<file path="src/pch_pkg.sv">
// pch_pkg: offsets, field positions, reset values and codes of the
// configuration header slice.
// assumes: shared by pch_cfg_regs, pch_master_gate and the bench.

package pch_pkg;

	// ----------------------------------------------------------------
	// register offsets (byte addresses in configuration space)
	// ----------------------------------------------------------------
	localparam logic [7:0] OFF_CMD = 8'h04;
	localparam logic [7:0] OFF_CLASS = 8'h08;
	localparam logic [7:0] OFF_LAT = 8'h0C;
	localparam logic [7:0] OFF_IOBAR = 8'h10;

	// ----------------------------------------------------------------
	// command word bit positions
	// ----------------------------------------------------------------
	localparam int CMD_IO_BIT = 0;
	localparam int CMD_MEM_BIT = 1;
	localparam int CMD_MST_BIT = 2;
	localparam int CMD_PAR_BIT = 6;
	localparam int CMD_SERR_BIT = 8;

	// ----------------------------------------------------------------
	// class word fields
	// ----------------------------------------------------------------
	localparam logic [7:0] CLASS_BASE = 8'h02;
	localparam logic [7:0] CLASS_SUB = 8'h00;

	// ----------------------------------------------------------------
	// latency word and io base word fields
	// ----------------------------------------------------------------
	localparam int LAT_TENURE_LSB = 8;
	localparam int LAT_LINE_LSB = 0;
	localparam int IOBAR_BASE_LSB = 8;
	localparam logic IOBAR_IND = 1'b1;

	// ----------------------------------------------------------------
	// hard reset values
	// ----------------------------------------------------------------
	localparam logic [7:0] RST_TENURE = 8'h00;
	localparam logic [7:0] RST_LINE = 8'h00;
	localparam logic [23:0] RST_IO_BASE = 24'h000000;
	localparam logic RST_CMD_BIT = 1'b0;

	// ----------------------------------------------------------------
	// bus master commands and gate states
	// ----------------------------------------------------------------
	localparam logic [3:0] BUS_MEM_READ = 4'h6;
	localparam logic [3:0] BUS_MEM_WRITE = 4'h7;

	typedef enum logic [1:0] {
		GS_IDLE = 2'b01,
		GS_BUSY = 2'b10
	} pch_gate_state_t;

	// byte-enable merge of a write into a 32-bit image
	function automatic logic [31:0] be_merge(input logic [31:0] old_v,
		input logic [31:0] new_v, input logic [3:0] be);
		logic [31:0] r;
		r = old_v;
		for (int i = 0; i < 4; i++) begin
			if (be[i]) begin
				r[i*8 +: 8] = new_v[i*8 +: 8];
			end
		end
		return r;
	endfunction : be_merge

endpackage : pch_pkg

</file>
<file path="src/pch_ctl_if.sv">
// pch_ctl_if: master controls from the register bank to the master gate,
// and the gate's busy flag back.
// assumes: both ends on clk_i.
`timescale 1ns/1ps
`default_nettype none

interface pch_ctl_if;
	logic master_enable_bit;
	logic [7:0] bus_tenure_limit;
	logic mst_busy;

	modport regs (
		output master_enable_bit,
		output bus_tenure_limit,
		input mst_busy
	);

	modport gate (
		input master_enable_bit,
		input bus_tenure_limit,
		output mst_busy
	);
endinterface : pch_ctl_if

`default_nettype wire

</file>
<file path="src/pch_master_gate.sv">
// pch_master_gate: admits master transactions, picks the bus command and
// limits tenure by the latency timer.
// assumes: request, grant and done come from logic on clk_i.
`timescale 1ns/1ps
`default_nettype none

module pch_master_gate (
	// clock and resets
	input wire logic clk_i,
	input wire logic rst_i,
	input wire logic soft_rst_i,
	// controls from the register bank
	pch_ctl_if.gate ctl,
	// master engine side
	input wire logic mst_req_i,
	input wire logic mst_write_i,
	input wire logic mst_gnt_i,
	input wire logic mst_done_i,
	output logic mst_start_o,
	output logic [3:0] mst_cmd_o,
	output logic mst_stop_o
);

	typedef struct packed {
		pch_pkg::pch_gate_state_t state;
		logic [7:0] count;
		logic start;
		logic stop;
		logic [3:0] cmd;
	} pch_gate_t;

	localparam pch_gate_t GATE_RST = '{
		state: pch_pkg::GS_IDLE,
		count: 8'h00,
		start: 1'b0,
		stop: 1'b0,
		cmd: pch_pkg::BUS_MEM_READ
	};

	pch_gate_t q;
	pch_gate_t d;

	always_comb begin
		d = q;
		d.start = 1'b0;
		d.stop = 1'b0;
		unique case (q.state)
			pch_pkg::GS_IDLE: begin
				// no start at all without the enable
				if (mst_req_i && ctl.master_enable_bit) begin
					d.state = pch_pkg::GS_BUSY;
					d.start = 1'b1;
					d.count = ctl.bus_tenure_limit;
					d.cmd = mst_write_i ? pch_pkg::BUS_MEM_WRITE
						: pch_pkg::BUS_MEM_READ;
				end
			end
			pch_pkg::GS_BUSY: begin
				// enable cleared mid-burst: finish, then idle
				if (mst_done_i) begin
					d.state = pch_pkg::GS_IDLE;
				end else begin
					if (q.count != 8'h00) begin
						d.count = q.count - 8'h01;
					end
					d.stop = (q.count == 8'h00) && !mst_gnt_i;
				end
			end
			default: begin
				d = GATE_RST;
			end
		endcase
		if (soft_rst_i) begin
			d = GATE_RST;
		end
	end

	always_ff @(posedge clk_i) begin
		if (rst_i) begin
			q <= GATE_RST;
		end else begin
			q <= d;
		end
	end

	assign mst_start_o = q.start;
	assign mst_cmd_o = q.cmd;
	assign mst_stop_o = q.stop;
	assign ctl.mst_busy = (q.state == pch_pkg::GS_BUSY);

endmodule : pch_master_gate

`default_nettype wire

</file>
<file path="src/pch_cfg_regs.sv">
// pch_cfg_regs: command bits, class, latency and io base words of the
// configuration header, parity and system error response, decode claims.
// assumes: config port and target events on clk_i; parity pin is external
// and pulled up, so it idles high.
`timescale 1ns/1ps
`default_nettype none

module pch_cfg_regs #(
	// arbitrary values, not tied to any real part
	parameter logic [7:0] PROG_IF_CODE = 8'h01,
	parameter logic [7:0] SILICON_REV = 8'h3C
) (
	// clock and resets
	input wire logic clk_i,
	input wire logic rst_i,
	input wire logic soft_rst_i,
	// configuration access port
	input wire logic cfg_req_i,
	input wire logic cfg_we_i,
	input wire logic [7:0] cfg_addr_i,
	input wire logic [3:0] cfg_be_i,
	input wire logic [31:0] cfg_wdata_i,
	output logic cfg_ack_o,
	output logic [31:0] cfg_rdata_o,
	// target decode
	input wire logic tgt_io_req_i,
	input wire logic [31:0] tgt_io_addr_i,
	input wire logic tgt_mem_req_i,
	input wire logic tgt_mem_hit_i,
	output logic io_claim_o,
	output logic mem_claim_o,
	// parity events from the bus logic
	input wire logic tgt_data_perr_i,
	input wire logic tgt_addr_perr_i,
	// parity error pin, open drain
	input wire logic perr_n_i,
	output logic perr_n_o,
	output logic perr_oe_o,
	// system error pin, open drain
	output logic serr_n_o,
	output logic serr_oe_o,
	// master side
	input wire logic mst_req_i,
	input wire logic mst_write_i,
	input wire logic mst_gnt_i,
	input wire logic mst_done_i,
	output logic mst_start_o,
	output logic [3:0] mst_cmd_o,
	output logic mst_stop_o,
	output logic mst_perr_o,
	// decoded control levels
	output logic master_enable_o,
	output logic memory_decode_enable_o,
	output logic io_decode_enable_o
);

	// ----------------------------------------------------------------
	// state
	// ----------------------------------------------------------------
	typedef struct packed {
		logic io_decode_enable;
		logic memory_decode_enable;
		logic master_enable_bit;
		logic parity_response_enable;
		logic system_error_enable;
		logic [7:0] bus_tenure_limit;
		logic [7:0] line_size_field;
		logic [23:0] io_window_base;
		logic ack;
		logic [31:0] rdata;
		logic io_claim;
		logic mem_claim;
		logic perr_drive;
		logic serr_drive;
		logic mst_perr;
		logic perr_meta;
		logic perr_sync_n;
	} pch_regs_t;

	localparam pch_regs_t REGS_RST = '{
		io_decode_enable: pch_pkg::RST_CMD_BIT,
		memory_decode_enable: pch_pkg::RST_CMD_BIT,
		master_enable_bit: pch_pkg::RST_CMD_BIT,
		parity_response_enable: pch_pkg::RST_CMD_BIT,
		system_error_enable: pch_pkg::RST_CMD_BIT,
		bus_tenure_limit: pch_pkg::RST_TENURE,
		line_size_field: pch_pkg::RST_LINE,
		io_window_base: pch_pkg::RST_IO_BASE,
		ack: 1'b0,
		rdata: 32'h00000000,
		io_claim: 1'b0,
		mem_claim: 1'b0,
		perr_drive: 1'b0,
		serr_drive: 1'b0,
		mst_perr: 1'b0,
		perr_meta: 1'b1,
		perr_sync_n: 1'b1
	};

	pch_regs_t q;
	pch_regs_t d;

	// ----------------------------------------------------------------
	// controls shared with the master gate
	// ----------------------------------------------------------------
	// busy comes back for master-side parity sampling
	pch_ctl_if ctl ();

	assign ctl.master_enable_bit = q.master_enable_bit;
	assign ctl.bus_tenure_limit = q.bus_tenure_limit;

	// ----------------------------------------------------------------
	// decode helpers
	// ----------------------------------------------------------------
	// word select; byte address bits 1:0 are ignored
	function automatic logic word_hit(input logic [7:0] addr,
		input logic [7:0] off);
		return addr[7:2] == off[7:2];
	endfunction : word_hit

	// io window match on the upper address bits
	function automatic logic io_hit(input logic [31:0] addr,
		input logic [23:0] base);
		return addr[31:pch_pkg::IOBAR_BASE_LSB] == base;
	endfunction : io_hit

	// ----------------------------------------------------------------
	// read images
	// ----------------------------------------------------------------
	logic [31:0] cmd_word;
	logic [31:0] class_word;
	logic [31:0] lat_word;
	logic [31:0] iobar_word;
	logic [31:0] rd_mux;
	logic [31:0] cmd_new;
	logic [31:0] lat_new;
	logic [31:0] iobar_new;
	logic hit_cmd;
	logic hit_lat;
	logic hit_iobar;
	logic wr;
	logic take;
	logic rd_take;

	always_comb begin
		cmd_word = 32'h00000000;
		cmd_word[pch_pkg::CMD_IO_BIT] = q.io_decode_enable;
		cmd_word[pch_pkg::CMD_MEM_BIT] = q.memory_decode_enable;
		cmd_word[pch_pkg::CMD_MST_BIT] = q.master_enable_bit;
		cmd_word[pch_pkg::CMD_PAR_BIT] = q.parity_response_enable;
		cmd_word[pch_pkg::CMD_SERR_BIT] = q.system_error_enable;
	end

	// constants only, nothing writable here
	assign class_word = {pch_pkg::CLASS_BASE, pch_pkg::CLASS_SUB,
		PROG_IF_CODE, SILICON_REV};

	// self-test and reserved bits stay zero
	always_comb begin
		lat_word = 32'h00000000;
		lat_word[pch_pkg::LAT_TENURE_LSB +: 8] = q.bus_tenure_limit;
		lat_word[pch_pkg::LAT_LINE_LSB +: 8] = q.line_size_field;
	end

	// size bits and bit 1 zero, indicator one
	always_comb begin
		iobar_word = 32'h00000000;
		iobar_word[31:pch_pkg::IOBAR_BASE_LSB] = q.io_window_base;
		iobar_word[0] = pch_pkg::IOBAR_IND;
	end

	// ----------------------------------------------------------------
	// read select
	// ----------------------------------------------------------------
	always_comb begin
		if (word_hit(cfg_addr_i, pch_pkg::OFF_CMD)) begin
			rd_mux = cmd_word;
		end else if (word_hit(cfg_addr_i, pch_pkg::OFF_CLASS)) begin
			rd_mux = class_word;
		end else if (word_hit(cfg_addr_i, pch_pkg::OFF_LAT)) begin
			rd_mux = lat_word;
		end else if (word_hit(cfg_addr_i, pch_pkg::OFF_IOBAR)) begin
			rd_mux = iobar_word;
		end else begin
			rd_mux = 32'h00000000;
		end
	end

	// ----------------------------------------------------------------
	// write decode
	// ----------------------------------------------------------------
	// no access is taken while soft reset is high
	assign take = cfg_req_i && !soft_rst_i;
	assign rd_take = take && !cfg_we_i;
	assign wr = take && cfg_we_i;
	assign hit_cmd = wr && word_hit(cfg_addr_i, pch_pkg::OFF_CMD);
	assign hit_lat = wr && word_hit(cfg_addr_i, pch_pkg::OFF_LAT);
	assign hit_iobar = wr && word_hit(cfg_addr_i, pch_pkg::OFF_IOBAR);

	// ----------------------------------------------------------------
	// byte-lane merge of writes
	// ----------------------------------------------------------------
	assign cmd_new = pch_pkg::be_merge(cmd_word, cfg_wdata_i, cfg_be_i);
	assign lat_new = pch_pkg::be_merge(lat_word, cfg_wdata_i, cfg_be_i);
	assign iobar_new = pch_pkg::be_merge(iobar_word, cfg_wdata_i, cfg_be_i);

	// ----------------------------------------------------------------
	// next state
	// ----------------------------------------------------------------
	always_comb begin
		d = q;

		// --------------------------------------------------------
		// config port answers one cycle after the request
		// --------------------------------------------------------
		d.ack = take;
		d.rdata = rd_take ? rd_mux : 32'h00000000;

		// --------------------------------------------------------
		// register writes
		// --------------------------------------------------------
		if (hit_cmd) begin
			d.io_decode_enable = cmd_new[pch_pkg::CMD_IO_BIT];
			d.memory_decode_enable = cmd_new[pch_pkg::CMD_MEM_BIT];
			d.master_enable_bit = cmd_new[pch_pkg::CMD_MST_BIT];
			d.parity_response_enable = cmd_new[pch_pkg::CMD_PAR_BIT];
			d.system_error_enable = cmd_new[pch_pkg::CMD_SERR_BIT];
		end

		// upper 16 bits of the write are dropped
		if (hit_lat) begin
			d.bus_tenure_limit = lat_new[pch_pkg::LAT_TENURE_LSB +: 8];
			// stored for read-back only
			d.line_size_field = lat_new[pch_pkg::LAT_LINE_LSB +: 8];
		end

		// low byte of the write is dropped
		if (hit_iobar) begin
			d.io_window_base = iobar_new[31:pch_pkg::IOBAR_BASE_LSB];
		end

		// --------------------------------------------------------
		// target claims, gated by the decode enables
		// --------------------------------------------------------
		d.io_claim = tgt_io_req_i && q.io_decode_enable
			&& io_hit(tgt_io_addr_i, q.io_window_base);
		d.mem_claim = tgt_mem_req_i && tgt_mem_hit_i
			&& q.memory_decode_enable;

		// --------------------------------------------------------
		// parity error pin: two-flop synchroniser
		// --------------------------------------------------------
		d.perr_meta = perr_n_i;
		d.perr_sync_n = q.perr_meta;

		// --------------------------------------------------------
		// parity reporting, all gated by parity response
		// --------------------------------------------------------
		d.perr_drive = tgt_data_perr_i && q.parity_response_enable;
		d.serr_drive = tgt_addr_perr_i && q.parity_response_enable
			&& q.system_error_enable;
		d.mst_perr = !q.perr_sync_n && q.parity_response_enable
			&& ctl.mst_busy;

		// --------------------------------------------------------
		// soft reset keeps register contents, drops activity
		// --------------------------------------------------------
		if (soft_rst_i) begin
			d.ack = 1'b0;
			d.rdata = 32'h00000000;
			d.io_claim = 1'b0;
			d.mem_claim = 1'b0;
			d.perr_drive = 1'b0;
			d.serr_drive = 1'b0;
			d.mst_perr = 1'b0;
		end
	end

	always_ff @(posedge clk_i) begin
		if (rst_i) begin
			q <= REGS_RST;
		end else begin
			q <= d;
		end
	end

	// ----------------------------------------------------------------
	// master gate
	// ----------------------------------------------------------------
	// gate idles on soft reset, like the pulses here
	pch_master_gate pch_master_gate_inst (
		.clk_i(clk_i),
		.rst_i(rst_i),
		.soft_rst_i(soft_rst_i),
		.ctl(ctl.gate),
		.mst_req_i(mst_req_i),
		.mst_write_i(mst_write_i),
		.mst_gnt_i(mst_gnt_i),
		.mst_done_i(mst_done_i),
		.mst_start_o(mst_start_o),
		.mst_cmd_o(mst_cmd_o),
		.mst_stop_o(mst_stop_o)
	);

	// ----------------------------------------------------------------
	// config port and target claims
	// ----------------------------------------------------------------
	assign cfg_ack_o = q.ack;
	assign cfg_rdata_o = q.rdata;
	assign io_claim_o = q.io_claim;
	assign mem_claim_o = q.mem_claim;

	// ----------------------------------------------------------------
	// open-drain pins: level fixed low, enable marks the drive
	// ----------------------------------------------------------------
	assign perr_n_o = 1'b0;
	assign perr_oe_o = q.perr_drive;
	assign serr_n_o = 1'b0;
	assign serr_oe_o = q.serr_drive;

	// ----------------------------------------------------------------
	// master side and control levels
	// ----------------------------------------------------------------
	assign mst_perr_o = q.mst_perr;
	assign master_enable_o = q.master_enable_bit;
	assign memory_decode_enable_o = q.memory_decode_enable;
	assign io_decode_enable_o = q.io_decode_enable;

endmodule : pch_cfg_regs

`default_nettype wire

</file>
<file path="config.mk">
export PLATFORM = sky130hd
export DESIGN_NAME = pch_cfg_regs
export DESIGN_NICKNAME = d
export VERILOG_FILES = /design/src/pch_pkg.sv /design/src/pch_ctl_if.sv /design/src/pch_master_gate.sv /design/src/pch_cfg_regs.sv
export SDC_FILE = /design/constraint.sdc
export NUM_CORES = 1
export LEC_CHECK = 0
export ABC_AREA = 0
export BUFFER_PORTS_ARGS = -buffer_cell sky130_fd_sc_hd__buf_4
export CORE_ASPECT_RATIO = 1.25
export CORE_MARGIN = 10
export CORE_UTILIZATION = 50
export CTS_CLUSTER_DIAMETER = 150
export CTS_CLUSTER_SIZE = 28
export DETAILED_ROUTE_END_ITERATION = 12
export PLACE_DENSITY = 0.79
export RECOVER_POWER = 50
export SYNTH_ARGS = -nofsm -noshare
export SYNTH_HDL_FRONTEND = slang
export SYNTH_HIERARCHICAL = 1
export SYNTH_SLANG_ARGS = --single-unit
</file>
<file path="constraint.sdc">
create_clock -name clk_i -period 3.15 [get_ports clk_i]
set_clock_uncertainty 0.2 [all_clocks]
set_input_delay 0.315 -clock clk_i [delete_from_list [all_inputs] [get_ports clk_i]]
set_output_delay 0.315 -clock clk_i [all_outputs]
set_load 0.03 [all_outputs]
</file>
After elaboration in Yosys (flattened, before gate mapping)
Index checks and enable logic that the tools add are counted.
{"block": "op_classes", "shift": 0, "mul": 0, "muxes": 12, "reduce_logical": 40, "order_cmp": 0, "n_div": 0, "add_sub_neg": 1, "n_eq_ne": 11, "bitwise": 4}
{"operator": "2-to-1 mux 26 bit", "count": 3}
{"operator": "equality test 24 bit", "count": 1}
{"operator": "one-hot mux 10 bit (2 select lines)", "count": 1}
{"operator": "AND reduction 2 bit", "count": 9}
{"operator": "logical AND 1 bit", "count": 17}
{"operator": "2-to-1 mux 8 bit", "count": 2}
{"operator": "equality test 6 x 2 -> 1 bit (second input constant)", "count": 2}
{"operator": "2-to-1 mux 11 bit", "count": 1}
{"operator": "2-to-1 mux 9 bit", "count": 1}
{"operator": "zero test 8 bit", "count": 1}
{"operator": "one-hot mux 4 bit (2 select lines)", "count": 1}
{"operator": "nonzero test 8 bit", "count": 1}
{"operator": "OR reduction 4 bit", "count": 2}
{"operator": "subtractor 8 x 1 -> 8 bit (second input constant)", "count": 1}
{"operator": "OR reduction 7 bit", "count": 1}
{"operator": "equality test 6 x 1 -> 1 bit (second input constant)", "count": 1}
{"operator": "equality test 6 x 3 -> 1 bit (second input constant)", "count": 1}
{"operator": "OR reduction 3 bit", "count": 2}
{"operator": "OR reduction 5 bit", "count": 1}
{"operator": "zero test 1 bit", "count": 4}
{"operator": "2-to-1 mux 4 bit", "count": 1}
{"operator": "inequality test 2 x 1 -> 1 bit (second input constant)", "count": 2}
{"operator": "inequality test 2 bit (second input constant)", "count": 2}
{"operator": "NOT 1 bit", "count": 4}
{"operator": "other kinds (6)", "count": 6}
{"block": "word_totals", "in_bits": 91, "mem_count": 0, "latch_bits": 0, "rom_bits": 0, "mem_bits_rw": 0, "ff_bits": 101, "output_inout_bits": 49, "wordCells": 95}

Logic depth before layout (Yosys ltp)
{"block": "depth", "word_depth": 5, "depth_mapped": 7, "depth_no_buf": 6}

Hierarchy
The synthesis kept the hierarchy.
{"mod": "pch_cfg_regs", "cells_per_inst": 345, "seq_area_each_um2": 1701.6, "area_each_um2": 3527.1, "instances": 1}
{"mod": "pch_master_gate", "cells_per_inst": 100, "seq_area_each_um2": 260.2, "area_each_um2": 847.1, "instances": 1}

Worst setup path before layout
OpenSTA, ideal clock, no wires.
{"block": "synth_timing", "path_kind": "register -> register", "startpoint": "register pch_master_gate_inst/q[6] (netlist name)", "endpoint": "register pch_master_gate_inst/q[12] (netlist name)", "t_arrival_ns": 1.602, "path_buffers": 1, "path_stages_with_launch": 7, "path_slack_ns": 1.230, "path_cell_list": "dfxtp_1 > inv_1 > ha_1 > clkbuf_1 > a31o_4 > a221o_1 > a32o_1"}
{"block": "synth_between", "elab_chain_cells": 4}
{"item": "from (decl)", "line_no": "pch_master_gate.sv:40", "source": "pch_gate_t q;"}
{"item": "from (signal assigned)", "line_no": "pch_master_gate.sv:80", "source": "q <= GATE_RST;"}
{"item": "from (signal assigned)", "line_no": "pch_master_gate.sv:82", "source": "q <= d;"}
{"item": "subtractor 8 x 1 -> 8 bit", "line_no": "pch_master_gate.sv:64", "source": "d.count = q.count - 8'h01;"}
{"item": "2-to-1 mux 8 bit", "line_no": "pch_master_gate.sv:63", "source": "if (q.count != 8'h00) begin"}
{"item": "2-to-1 mux 8 bit", "line_no": "pch_master_gate.sv:60", "source": "if (mst_done_i) begin"}
{"item": "one-hot mux 10 bit (2 select lines)", "line_no": "pch_master_gate.sv:47", "source": "unique case (q.state)"}
Several ways; a longest one is shown, not always the timed one. The select of a mux whose other input is x is not followed.
A chain may end at the register's enable or synchronous reset.

Final worst setup path
{"block": "layout_timing", "startpoint": "input cfg_req_i", "endpoint": "register q (netlist bit lat_word[1])"}
{"block": "layout_between", "elab_chain_cells": 4}
{"item": "from (decl)", "line_no": "pch_cfg_regs.sv:18", "source": "input wire logic cfg_req_i,"}
{"item": "logical AND 1 bit", "line_no": "pch_cfg_regs.sv:193", "source": "assign take = cfg_req_i && !soft_rst_i;"}
{"item": "logical AND 1 bit", "line_no": "pch_cfg_regs.sv:195", "source": "assign wr = take && cfg_we_i;"}
{"item": "logical AND 1 bit", "line_no": "pch_cfg_regs.sv:197", "source": "assign hit_lat = wr && word_hit(cfg_addr_i, pch_pkg::OFF_LAT);"}
{"item": "AND reduction 2 bit (no source line)"}
{"item": "to (signal assigned)", "line_no": "pch_cfg_regs.sv:281", "source": "q <= REGS_RST;"}
{"item": "to (signal assigned)", "line_no": "pch_cfg_regs.sv:283", "source": "q <= d;"}
{"item": "to (decl)", "line_no": "pch_cfg_regs.sv:100", "source": "pch_regs_t q;"}
Every way passes these cells.

==> flow_metrics.py <==
metrics = {
    "worst_setup_path": {
        "crit_path_max_fanout": 8,
        "cp.arrival_ps": 2300,
        "slowest_stage": "and4_1",
        "rrSetupSlack_ps": 1090,
        "cp_top_family": "simple AND/OR/NAND/NOR gates",
        "path_depth": 6,
        "rr_worst_depth": 6,
        "r2r_end": "pch_master_gate_inst/q[7]",
        "worstPathRequired_ps": 3190,
        "cp-end-kind": "register",
        "crit_end": "lat_word[1]",
        "max_stage_delay_ps": 590,
        "timing.rr.start": "pch_master_gate_inst/q[15]",
        "crit_type": "primary input to register",
        "worst-path-buf-inv": 2,
        "cp_cell_sequence": "dlygate4sd3_1 > clkbuf_1 > and3b_1 > and4_1 > mux2i_1 > nor2_1",
        "crit_start": "cfg_req_i",
        "critPathLaunchType": "primary input",
    },
    "timing": {
        "setup_violations": 0,
        "layout_min_cycle_time_ps": 2250,
        "period_share": 0.715,
        "setup_tns_ps": 0,
        "rsz0062_at_grt": "no",
        "worstMarginPinSlew_ps": 755,
        "hold_violations": 0,
        "max_slew_margin": 0.496,
        "fmax_mhz": 444,
        "holdWs_ps": 23.5,
        "slew_violations": 0,
    },
    "global_route": {
        "grt_use_total": 0.181,
        "grt_pass1_vias": 3662,
        "grt-ovfl-total": 0,
        "antenna_found_initial": 0,
        "grt_max_degree": 52,
        "grt_pass1_wl_mm": 19.3,
    },
    "power_and_ir_drop": {
        "power-per-cell-area_nw_per_um2": 415,
        "ir_drop_mv": 0.276,
        "leakagePower_nw": 2.44,
    },
    "layout": {
        "final_cells": 690,
        "final_cell_mix": "98 x dfxtp_1, 79 x buf_4, 64 x nor2_1, 48 x clkbuf_1, 45 x mux2i_1",
        "n_antenna_cell": 0,
        "layout-drive-gt1-share": 0.193,
        "area.growth.synth_to_final_pct": 25.3,
        "final_common_cell": "dfxtp_1",
        "fin_nets": 660,
        "final_area_um2": 5480,
        "fillers": 729,
    },
    "placed_design": {
        "place_congestion": 0.889,
        "dp_hpwl_mm": 8.78,
        "io_buffers": 124,
        "place_area_um2": 5100,
        "dp.cells": 638,
    },
    "route": {
        "num_vias": 3560,
        "final_antenna_net_count": 0,
        "drc": 0,
        "postRouteWirelength_mm": 12.0,
        "first_pass_iters": 4,
        "drtIter0Drc": 270,
        "wl_per_cell_um": 17.3,
        "via_per_inst": 5.16,
    },
    "floorplanning": {
        "start_util": 0.508,
        "core_area_um2": 8610,
        "dieArea_um2": 12900,
        "die_height_um": 125,
        "ioPinCount": 140,
        "die_x_um": 104,
        "num_rows": 38,
    },
    "clock_network": {
        "cts_setup_buffers": 0,
        "cts_buffer_depth": 2,
        "cts_resized": 0,
        "numCtsBuffers": 9,
        "clk_latency_ps": 360,
        "holdBufCountCts": 36,
        "cts_sinks": 98,
        "cts_root_buf": "clkbuf_8",
        "cts.clk_slew.worst_paths_ps": 90,
        "cts_tree": "built",
        "cts_htree_levels": 3,
    },
    "synth": {
        "ys_types": 62,
        "ys_seq_area_frac": 0.449,
        "ys_warn_count": 6,
        "ys_async_sr_fraction": 0,
        "synthCells": 445,
        "synth-seq-cells": 98,
        "synth_top_flop_cell": "dfxtp_1",
        "synth_area_um2": 4370,
        "synth_edf_count": 0,
        "syn_avg_cell_area_um2": 9.83,
    },
    "worst_hold_path": {
        "hold_path_class": "primary input to register",
    },
    "run": {
        "drv_cap": 0,
    },
    "status": {
        "status": "finished, final reports clean",
    },
}
-- worst min path at each step --
stage	from	to	cells past startpoint
after floorplan	d[0]	q[0]	1
after global placement	d[0]	q[0]	1
after detailed placement	d[0]	q[0]	1
after CTS	cfg_wdata_i[29]	iobar_word[29]	3
after global routing	mst_write_i	pch_master_gate_inst/mst_cmd_o[0]	3
final	cfg_wdata_i[29]	iobar_word[29]	3
-- registers in the layout, summed over array words and instances (netlist names), 2 cells and up --
register	flops
lat_word	8
cfg_rdata_o	32
ctl.bus_tenure_limit	8
pch_master_gate_inst/q	10
iobar_word	24
cmd_word	2
-- kinds of logic after synthesis --
family,synth area share
adder cells (fa/ha/maj),0.0114
multiplexers,0.103
AND/OR/NAND/NOR,0.201
other,0.00257
buffers and inverters,0.0952
XOR/XNOR,0.0521
flip-flops,0.449
AO/OA/AOI/OAI,0.0867
-- metal layers --
| metal | vias to the layer above | GRT usage | wire, um | part of all wire |
|---|---|---|---|---|
| met5 | - | 0 | 0 | 0 |
| met4 | 0 | 0.0804 | 225 | 0.019 |
| met3 | 15 | 0.0466 | 659 | 0.055 |
| met2 | 118 | 0.302 | 5970 | 0.50 |
| met1 | 1681 | 0.214 | 5100 | 0.43 |
| li1 | 1746 | - | - | - |
-- metrics by stage --
step | total power, W | utilization | worst slack (ps)
5_1_grt | 0.00236 | 0.637 | 756
4_1_cts | 0.00230 | 0.658 | 1010
6_report | 0.00227 | 0.637 | 897
2_1_floorplan | 0.00133 | - | 1230
3_3_place_gp | 0.00143 | 0.593 | 930
3_5_place_dp | 0.00143 | 0.593 | 922
-- power breakdown --
part / switching, W / total (W) / internal (W)
clock: 0.000425 / 0.000837 / 0.000411
combinational: 0.0000846 / 0.000197 / 0.000113
sequential: 0.000000764 / 0.00124 / 0.00124
total: 0.000511 / 0.00227 / 0.00176
-- cells in the mapped netlist, types with 2 or more instances --
cell type   n  share of area
a211o_1     4         0.0080
a21oi_1     9          0.010
a22o_1      4         0.0080
a22oi_1    11          0.019
a32oi_1     2         0.0040
and2_1      4         0.0057
and3_1     19          0.027
and4_1      3         0.0060
and4b_1     3         0.0069
buf_2       3         0.0034
buf_4      43          0.074
clkbuf_1    9         0.0077
conb_1      3         0.0026
dfxtp_1    98           0.45
ha_1        4          0.011
inv_1       9         0.0077
mux2i_1    45           0.10
nand2_1    13          0.011
nand2b_1    2         0.0029
nand3_1     5         0.0057
nand4_1     6         0.0086
nand4_4     2         0.0097
nor2_1     64          0.055
nor2b_1     2         0.0029
nor3_1      5         0.0057
nor4_1      6         0.0086
o21ai_0     7         0.0080
or2_2       2         0.0029
xnor2_1    10          0.020
xor2_1     16          0.032
-- worst reg2reg max path, delay by kind of cell, from the launching register on --
kind | cells | cell delay (ps)
AOI/OAI and AO/OA | 3 | 840
buffers and inverters | 1 | 80
and+or+nand+nor | 1 | 380
DFF | 1 | 340
adders and majority gates | 1 | 170
-- layout make-up --
| class | instances | area [um^2] | area share |
|---|---|---|---|
| Multi-Input combinational cell | 284 | 1990 | 0.364 |
| Clock buffer | 12 | 155 | 0.0283 |
| Clock inverter | 4 | 48.8 | 0.00891 |
| Timing Repair Buffer | 163 | 1140 | 0.208 |
| Sequential cell | 98 | 1960 | 0.358 |
| Inverter | 9 | 33.8 | 0.00617 |
| Tap cell | 120 | 150 | 0.0274 |
(Power assumes the default switching activity.)
